===== config.mk =====
export PLATFORM = sky130hd
export DESIGN_NAME = ebc_area_config
export DESIGN_NICKNAME = d
export VERILOG_FILES = /design/src/design/ebc_pkg.sv /design/src/design/ebc_area_config.sv /design/src/design/ebc_access_decode.sv
export VERILOG_INCLUDE_DIRS = /design/src /design/src/design
export SDC_FILE = /design/constraint.sdc
export NUM_CORES = 1
export LEC_CHECK = 0
export BUFFER_PORTS_ARGS = -buffer_cell sky130_fd_sc_hd__buf_2
export CORE_MARGIN = 3
export CORE_UTILIZATION = 50
export DETAILED_ROUTE_END_ITERATION = 8
export GPL_TIMING_DRIVEN = 1
export HOLD_SLACK_MARGIN = 0.08
export PLACE_DENSITY = 0.87
export SLEW_MARGIN = 20
export SYNTH_ARGS = -nofsm -noshare
export SYNTH_HDL_FRONTEND = slang
export SYNTH_SLANG_ARGS = --single-unit

===== constraint.sdc =====
create_clock -name CLK -period 2.3 [get_ports CLK]
set_input_delay 0.345 -clock CLK [delete_from_list [all_inputs] [get_ports CLK]]
set_output_delay 0.345 -clock CLK [all_outputs]
set_load 0.1 [all_outputs]

===== src/design/ebc_params.svh =====
// offsets, field positions, reset values and counts of the external bus area configuration
`ifndef EBC_PARAMS_SVH
`define EBC_PARAMS_SVH
`define EBC_ADDR_W 3
`define EBC_OFS_AST 3'h0
`define EBC_OFS_WAIT_CTRL_HIGH 3'h1
`define EBC_OFS_WAIT_CTRL_LOW 3'h2
`define EBC_OFS_BUS_CTRL_HIGH 3'h3
`define EBC_OFS_BUS_CTRL_LOW 3'h4
`define EBC_RST_AST 8'hff
`define EBC_RST_WCR 8'hff
`define EBC_RST_BUS_CTRL_HIGH 8'hd0
`define EBC_RST_BUS_CTRL_LOW 8'h3c
`define EBC_BUS_CTRL_HIGH_IDLE_DIFF 7
`define EBC_BUS_CTRL_HIGH_IDLE_RW 6
`define EBC_BUS_CTRL_HIGH_BROM 5
`define EBC_BUS_CTRL_HIGH_BLEN 4
`define EBC_BUS_CTRL_HIGH_BWORDS 3
`define EBC_BUS_CTRL_HIGH_RMTS_HI 2
`define EBC_BUS_CTRL_HIGH_RMTS_LO 0
`define EBC_BUS_CTRL_LOW_REL_EN 7
`define EBC_STATES_INT 2'h0
`define EBC_STATES_2 2'h2
`define EBC_STATES_3 2'h3
`define EBC_BURST_1 2'h1
`define EBC_BURST_2 2'h2
`define EBC_WORDS_4 4'h4
`define EBC_WORDS_8 4'h8
`endif


===== src/design/ebc_pkg.sv =====
// types shared by the external bus area configuration block
package ebc_pkg;
   typedef struct packed {
      logic valid;
      logic [2:0] area;
      logic internal;
      logic write;
   } ebc_acc_req_s;
   typedef struct packed {
      logic [1:0] states;
      logic [1:0] waits;
      logic dram;
      logic burst_rom;
   } ebc_acc_dec_s;
   typedef struct packed {
      logic done;
      logic idle;
      ebc_acc_dec_s dec;
   } ebc_acc_rsp_s;
   typedef struct packed {
      logic [7:0] area_dram;
      logic ram_type_undef;
      logic burst_rom_en;
      logic [1:0] burst_states;
      logic [3:0] burst_words;
      logic low_column_strobe_used;
      logic req_out_on_alt_pin;
      logic release_pins_as_port;
   } ebc_cfg_s;
   typedef struct packed {
      logic [7:0] ast;
      logic [7:0] wait_ctrl_high;
      logic [7:0] wait_ctrl_low;
      logic [7:0] bus_ctrl_high;
      logic [7:0] bus_ctrl_low;
   } ebc_regs_s;
   typedef struct packed {
      ebc_regs_s regs;
      logic [7:0] rd_data;
      ebc_acc_rsp_s rsp;
      ebc_cfg_s cfg;
      logic last_valid;
      logic last_read;
      logic [2:0] last_area;
      logic stby_s1;
      logic stby_s2;
      logic req_s1;
      logic req_s2;
      logic released;
      logic need_bus;
   } ebc_state_s;

   // areas 2..5 that the ram type code turns into dram space
   function automatic logic is_dram_area(input logic [2:0] rmts, input logic [2:0] area);
      logic hit;
      hit = 1'b0;
      case (rmts)
         3'h1: hit = (area == 3'h2);
         3'h2: hit = (area == 3'h2) || (area == 3'h3);
         3'h3: hit = (area >= 3'h2) && (area <= 3'h5);
         default: hit = 1'b0;
      endcase
      return hit;
   endfunction : is_dram_area
endpackage : ebc_pkg


===== src/design/ebc_area_config.sv =====
// external bus area configuration registers and per-access decode
`timescale 1ns/1ps
`default_nettype none
`include "ebc_params.svh"
module ebc_area_config
   import ebc_pkg::*;
(
   // clock and reset
   input wire logic CLK,
   input wire logic RST,
   // standby pins
   input wire logic HW_STANDBY,
   input wire logic SW_STANDBY,
   // register port
   input wire logic [`EBC_ADDR_W-1:0] ADDR,
   input wire logic [7:0] WR_DATA,
   input wire logic WR_EN,
   input wire logic RD_EN,
   output logic [7:0] RD_DATA,
   // access query from the bus cycle logic
   input wire ebc_acc_req_s ACC_REQ,
   output ebc_acc_rsp_s ACC_RSP,
   // static configuration
   input wire logic REQUEST_OUT_PIN_SELECT,
   output ebc_cfg_s CFG,
   // bus release handshake
   input wire logic EXT_RELEASE_REQUEST,
   output logic BUS_RELEASED,
   output logic INTERNAL_NEED_BUS_OUT
);
   ebc_state_s st_q;
   ebc_state_s st_d;
   ebc_acc_dec_s dec;
   logic ext_acc;
   logic idle_now;
   logic rel_en;
   logic [2:0] rmts;

   // software standby leaves everything as it is
   logic unused_sw_standby;
   assign unused_sw_standby = SW_STANDBY;

   ebc_access_decode u_decode
   (
      .area(ACC_REQ.area),
      .internal(ACC_REQ.internal),
      .regs(st_q.regs),
      .dec(dec)
   );

   function automatic ebc_regs_s regs_reset();
      ebc_regs_s r;
      r.ast = `EBC_RST_AST;
      r.wait_ctrl_high = `EBC_RST_WCR;
      r.wait_ctrl_low = `EBC_RST_WCR;
      r.bus_ctrl_high = `EBC_RST_BUS_CTRL_HIGH;
      r.bus_ctrl_low = `EBC_RST_BUS_CTRL_LOW;
      return r;
   endfunction : regs_reset

   function automatic logic [7:0] reg_read(input ebc_regs_s r, input logic [`EBC_ADDR_W-1:0] a);
      logic [7:0] v;
      v = 8'h00;
      case (a)
         `EBC_OFS_AST: v = r.ast;
         `EBC_OFS_WAIT_CTRL_HIGH: v = r.wait_ctrl_high;
         `EBC_OFS_WAIT_CTRL_LOW: v = r.wait_ctrl_low;
         `EBC_OFS_BUS_CTRL_HIGH: v = r.bus_ctrl_high;
         `EBC_OFS_BUS_CTRL_LOW: v = r.bus_ctrl_low;
         default: v = 8'h00;
      endcase
      return v;
   endfunction : reg_read

   assign rmts = st_q.regs.bus_ctrl_high[`EBC_BUS_CTRL_HIGH_RMTS_HI:`EBC_BUS_CTRL_HIGH_RMTS_LO];
   assign rel_en = st_q.regs.bus_ctrl_low[`EBC_BUS_CTRL_LOW_REL_EN];
   assign ext_acc = ACC_REQ.valid && !ACC_REQ.internal;

   always_comb
   begin
      idle_now = 1'b0;
      if (ext_acc && st_q.last_valid && st_q.last_read)
      begin
         if (!ACC_REQ.write && (ACC_REQ.area != st_q.last_area)
             && st_q.regs.bus_ctrl_high[`EBC_BUS_CTRL_HIGH_IDLE_DIFF])
         begin
            idle_now = 1'b1;
         end
         if (ACC_REQ.write && st_q.regs.bus_ctrl_high[`EBC_BUS_CTRL_HIGH_IDLE_RW])
         begin
            idle_now = 1'b1;
         end
      end
   end

   always_comb
   begin
      st_d = st_q;

      // pin synchronisers
      st_d.stby_s1 = HW_STANDBY;
      st_d.stby_s2 = st_q.stby_s1;
      st_d.req_s1 = EXT_RELEASE_REQUEST;
      st_d.req_s2 = st_q.req_s1;

      // register writes
      if (st_q.stby_s2)
      begin
         st_d.regs = regs_reset();
      end
      else if (WR_EN)
      begin
         case (ADDR)
            `EBC_OFS_AST: st_d.regs.ast = WR_DATA;
            `EBC_OFS_WAIT_CTRL_HIGH: st_d.regs.wait_ctrl_high = WR_DATA;
            `EBC_OFS_WAIT_CTRL_LOW: st_d.regs.wait_ctrl_low = WR_DATA;
            `EBC_OFS_BUS_CTRL_HIGH: st_d.regs.bus_ctrl_high = WR_DATA;
            `EBC_OFS_BUS_CTRL_LOW: st_d.regs.bus_ctrl_low = WR_DATA;
            default: st_d.regs = st_q.regs;
         endcase
      end

      // read data stand only in the cycle after the strobe
      if (RD_EN)
      begin
         st_d.rd_data = reg_read(st_q.regs, ADDR);
      end
      else
      begin
         st_d.rd_data = 8'h00;
      end

      // per-access answer, one cycle after the query
      st_d.rsp = '0;
      if (ACC_REQ.valid)
      begin
         st_d.rsp.done = 1'b1;
         st_d.rsp.dec = dec;
         st_d.rsp.idle = idle_now;
      end

      // remember the last external cycle for idle insertion
      if (ext_acc)
      begin
         st_d.last_valid = 1'b1;
         st_d.last_read = !ACC_REQ.write;
         st_d.last_area = ACC_REQ.area;
      end

      // static configuration decode
      for (int a = 0; a < 8; a++)
      begin
         st_d.cfg.area_dram[a] = is_dram_area(rmts, 3'(a));
      end
      st_d.cfg.ram_type_undef = rmts[2];
      st_d.cfg.burst_rom_en = st_q.regs.bus_ctrl_high[`EBC_BUS_CTRL_HIGH_BROM];
      if (st_q.regs.bus_ctrl_high[`EBC_BUS_CTRL_HIGH_BLEN])
      begin
         st_d.cfg.burst_states = `EBC_BURST_2;
      end
      else
      begin
         st_d.cfg.burst_states = `EBC_BURST_1;
      end
      if (st_q.regs.bus_ctrl_high[`EBC_BUS_CTRL_HIGH_BWORDS])
      begin
         st_d.cfg.burst_words = `EBC_WORDS_8;
      end
      else
      begin
         st_d.cfg.burst_words = `EBC_WORDS_4;
      end
      st_d.cfg.low_column_strobe_used = (rmts != 3'h0) && !rmts[2];
      st_d.cfg.req_out_on_alt_pin = REQUEST_OUT_PIN_SELECT;
      st_d.cfg.release_pins_as_port = !rel_en;

      // bus release handshake
      if (!rel_en)
      begin
         st_d.released = 1'b0;
         st_d.need_bus = 1'b0;
      end
      else if (st_q.released)
      begin
         if (!st_q.req_s2)
         begin
            st_d.released = 1'b0;
            st_d.need_bus = 1'b0;
         end
         else if (ext_acc)
         begin
            st_d.need_bus = 1'b1;
         end
      end
      else if (st_q.req_s2 && !ACC_REQ.valid)
      begin
         st_d.released = 1'b1;
      end
   end

   always_ff @(posedge CLK or posedge RST)
   begin
      if (RST)
      begin
         st_q <= '0;
         st_q.regs.ast <= `EBC_RST_AST;
         st_q.regs.wait_ctrl_high <= `EBC_RST_WCR;
         st_q.regs.wait_ctrl_low <= `EBC_RST_WCR;
         st_q.regs.bus_ctrl_high <= `EBC_RST_BUS_CTRL_HIGH;
         st_q.regs.bus_ctrl_low <= `EBC_RST_BUS_CTRL_LOW;
         st_q.cfg.burst_states <= `EBC_BURST_2;
         st_q.cfg.burst_words <= `EBC_WORDS_4;
         st_q.cfg.release_pins_as_port <= 1'b1;
      end
      else
      begin
         st_q <= st_d;
      end
   end

   assign RD_DATA = st_q.rd_data;
   assign ACC_RSP = st_q.rsp;
   assign CFG = st_q.cfg;
   assign BUS_RELEASED = st_q.released;
   assign INTERNAL_NEED_BUS_OUT = st_q.need_bus;
endmodule : ebc_area_config
`default_nettype wire


===== src/design/ebc_access_decode.sv =====
// per-access decode of states, program waits and interface type
`timescale 1ns/1ps
`default_nettype none
`include "ebc_params.svh"
module ebc_access_decode
   import ebc_pkg::*;
(
   // access being asked about
   input wire logic [2:0] area,
   input wire logic internal,
   // configuration registers
   input wire ebc_regs_s regs,
   // decode
   output ebc_acc_dec_s dec
);
   logic [1:0] wait_field;
   logic [15:0] wcr_all;
   logic [2:0] rmts;

   assign rmts = regs.bus_ctrl_high[`EBC_BUS_CTRL_HIGH_RMTS_HI:`EBC_BUS_CTRL_HIGH_RMTS_LO];

   always_comb
   begin
      wcr_all = {regs.wait_ctrl_high, regs.wait_ctrl_low};
      // area n lives in bit pair 2n+1:2n of the joined pair
      wait_field = wcr_all[{area, 1'b0} +: 2];
      dec = '0;
      if (internal)
      begin
         dec.states = `EBC_STATES_INT;
         dec.waits = 2'h0;
      end
      else if (regs.ast[area])
      begin
         dec.states = `EBC_STATES_3;
         dec.waits = wait_field;
      end
      else
      begin
         dec.states = `EBC_STATES_2;
         dec.waits = 2'h0;
      end
      dec.dram = !internal && is_dram_area(rmts, area);
      dec.burst_rom = !internal && (area == 3'h0) && regs.bus_ctrl_high[`EBC_BUS_CTRL_HIGH_BROM];
   end
endmodule : ebc_access_decode
`default_nettype wire


==> flow_summary.json <==
{
  "cts-buffers-inserted": 9,
  "root_buffer": "clkbuf_8",
  "synthCells": 324,
  "r2r_cells": 3,
  "clkTransAtPathRegs_ps": 80,
  "finalCoreUtilization_pct": 56.42,
  "syn_area_um2": 3797,
  "syn_to_final_growth_pct": 8.336,
  "p_per_area_nw_per_um2": 753.5,
  "yosysWarnings": 0,
  "clock_sinks": 79,
  "drt_wl_total_mm": 7.847,
  "hold_violations": 0,
  "wl_per_cell_um": 17.40,
  "antenna_cells": 0,
  "grt_antenna_before_repair": 0,
  "slowest_stage": "dfstp_2",
  "synth-compound-area-share_pct": 13.21,
  "crit_path_cell_trace": "buf_2",
  "portBuffers": 54,
  "synth_edf_count": 0,
  "r2r_start": "rmts[2]$_DFFE_PP0P_",
  "r2r_slack_ps": 1030,
  "critical_path.endpoint_type": "primary output",
  "first_global_vias": 2505,
  "drive_above_1_share_pct": 36.65,
  "gr-usage-all-layers_pct": 19.60,
  "status": "complete, no violations",
  "ys.flop_type": "dfrtp_1",
  "ys_ff_latch": 79,
  "synthSimpleGateAreaFrac_pct": 14.73,
  "whs_ps": 84.39,
  "vias_per_cell": 5.672,
  "cts_resized": 0,
  "irDropWorstVdd_mv": 0.3215,
  "ant_nets": 0,
  "ys_seq_area_share_pct": 53.18,
  "place_area_um2": 3871,
  "max_stage_delay_ps": 510,
  "synth_xor_area_share_pct": 0.6919,
  "firstDrtPassIters": 4,
  "finalSetupViolCount": 0,
  "dpl.cell_count": 433,
  "worstPathBufferInverterCount": 1,
  "die_w_um": 93.15,
  "maxSlewHeadroom_pct": 54.95,
  "worstSetupStartpointType": "flop",
  "dieArea_um2": 8677,
  "required_ps": 1960,
  "io_pins": 62,
  "initial_utilization_pct": 52.08,
  "fin_crit_sh_pct": 70.55,
  "gp_routability_congestion": 0.8272,
  "rr_endpoint": "RD_DATA[2]$_DFF_PP0_",
  "maxCapViolCount": 0,
  "critical_path_peak_fanout": 1,
  "stdcell_area_um2": 4114,
  "period_needed_ps": 1623,
  "first_iter_violations": 174,
  "vias": 2558,
  "critPathTopFamily": "flip-flops",
  "grt_pass1_wl_mm": 13.08,
  "skew_ps": 9.932,
  "clock.fmax_mhz": 616.3,
  "num-nets-final": 372,
  "rows": 31,
  "synth_fa_ha_area_share_pct": 0,
  "p_leak_nw": 1.778,
  "crit_type": "reg -> out",
  "synth_top_family_by_area": "simple AND/OR/NAND/NOR gates",
  "grt-ovfl-total": 0,
  "stdcell_count": 451,
  "tightest_slew_ps": 674.3,
  "synth-async-reset-ratio_pct": 100.0,
  "cts_setup_buffers": 0,
  "hold_buffers": 2,
  "core_um2": 7292,
  "yosys.cell_types.count": 38,
  "htree_num_levels": 3,
  "slew_violations": 0,
  "cts_max_path_buffers": 2,
  "drc": 0,
  "cts_tree": "yes",
  "hold_path_class": "in -> async",
  "clock_latency_ps": 350,
  "tns_ps": 0,
  "cp.arrival_ps": 1280,
  "die_h_um": 93.15,
  "grt_start_max_net_pins": 41,
  "synth_mux_area_share_pct": 7.249,
  "avgSynthCellArea_um2": 11.72,
  "hpwlAfterDp_mm": 5.388,
  "rsz0062_at_grt": "no"
}
state kept, by name (all words and copies together) (netlist names):
name	flops
rmts	3
BUS_RELEASED	1
st_d	3
rel_en	1
CFG	12
INTERNAL_NEED_BUS_OUT	1
st_q	42
ACC_RSP	8
RD_DATA	8
Yosys cell counts (3+ instances only):
| master | instances | area share [%] |
|---|---|---|
| nor2b_1 | 28 | 4.6 |
| dfstp_2 | 34 | 24 |
| clkbuf_1 | 5 | 0.49 |
| mux2_2 | 8 | 2.4 |
| mux4_2 | 6 | 3.6 |
| nor2_1 | 10 | 0.99 |
| a21oi_1 | 18 | 2.4 |
| xor2_1 | 3 | 0.69 |
| nand3_1 | 3 | 0.40 |
| dfrtp_1 | 45 | 30 |
| o21ai_0 | 4 | 0.53 |
| buf_4 | 36 | 7.1 |
| and2_1 | 5 | 0.82 |
| buf_2 | 5 | 0.66 |
| a211o_1 | 29 | 6.7 |
| buf_6 | 6 | 1.8 |
| a22oi_1 | 16 | 3.2 |
| mux2i_1 | 5 | 1.3 |
| nand2_1 | 28 | 2.8 |
| inv_1 | 7 | 0.69 |
| nand3b_1 | 4 | 0.79 |
| nand2b_1 | 3 | 0.49 |
power breakdown:
part / switching (mW) / total, mW / internal (mW)
Clock: 0.501 / 1.14 / 0.641
Combinational: 0.352 / 0.468 / 0.117
Sequential: 0.0305 / 1.49 / 1.46
kinds of logic after synthesis:
logic type,after synthesis
muxes,19
and+or+nand+nor,93
buffers and inverters,60
DFF,79
xor gates and xnor gates,3
other,1
AOI/OAI and AO/OA,69
final cells by class:
| type | count | area [um2] |
|---|---|---|
| multi-input combinational | 190 | 1385 |
| inverter | 7 | 30.03 |
| tap | 99 | 123.9 |
| clock buffer | 11 | 141.4 |
| fill | 638 | 3178 |
| timing repair buffer | 60 | 332.8 |
| sequential | 79 | 2019 |
| clock inverter | 5 | 81.33 |
cells in the final DEF, fill, tap and decap left out, drive strengths merged:
cell type    instances
dlygate4sd3          2
bufinv               2
and2                 5
nand3                3
nor3b                2
o21ai                4
nand3b               4
dfrtp               45
nand2               29
xor2                 3
nor2b               28
a21oi               18
nor3                 1
and3b                1
a2111oi              1
clkinvlp             2
mux2i                5
conb                 6
o311ai               1
clkinv               2
mux4                 6
a211o               29
dfstp               34
nor4b                1
and4bb               3
buf                 58
nand2b               3
nor4                 1
clkbuf              11
a22oi               16
nand4b               1
nor2                10
mux2                 8
and4b                1
inv                  6
per-layer routing:
metal,vias up,global-route usage (%),wire length (um)
met1,1323,26.35,3347
met5,-,0,0
met2,92,31.25,3968
met3,6,6.114,483
li1,1137,-,-
met4,0,4.640,48
stage by stage:
step | power (mW) | worst slack, ps
CTS | 3.133 | 645.2
global placement | 1.966 | 596.5
detailed placement | 1.979 | 618.5
finish | 3.100 | 677.3
global route | 3.228 | 628.7
floorplan | 1.916 | 897.1
worst max-delay path by stage:
stage / start / endpoint / slack [ps] / cells after the start
6_report: CFG[8]$_DFF_PP1_ / CFG[8] / 680 / 1
5_1_grt: CFG[8]$_DFF_PP1_ / CFG[8] / 630 / 1
4_1_cts: CFG[8]$_DFF_PP1_ / CFG[8] / 650 / 1
3_5_place_dp: ADDR[1] / RD_DATA[5]$_DFF_PP0_ / 620 / 4
3_3_place_gp: ADDR[1] / RD_DATA[6]$_DFF_PP0_ / 600 / 4
2_1_floorplan: ACC_REQ[2] / ACC_RSP[4]$_DFF_PP0_ / 900 / 4
No activity file was read; power rests on OpenSTA's default activity.
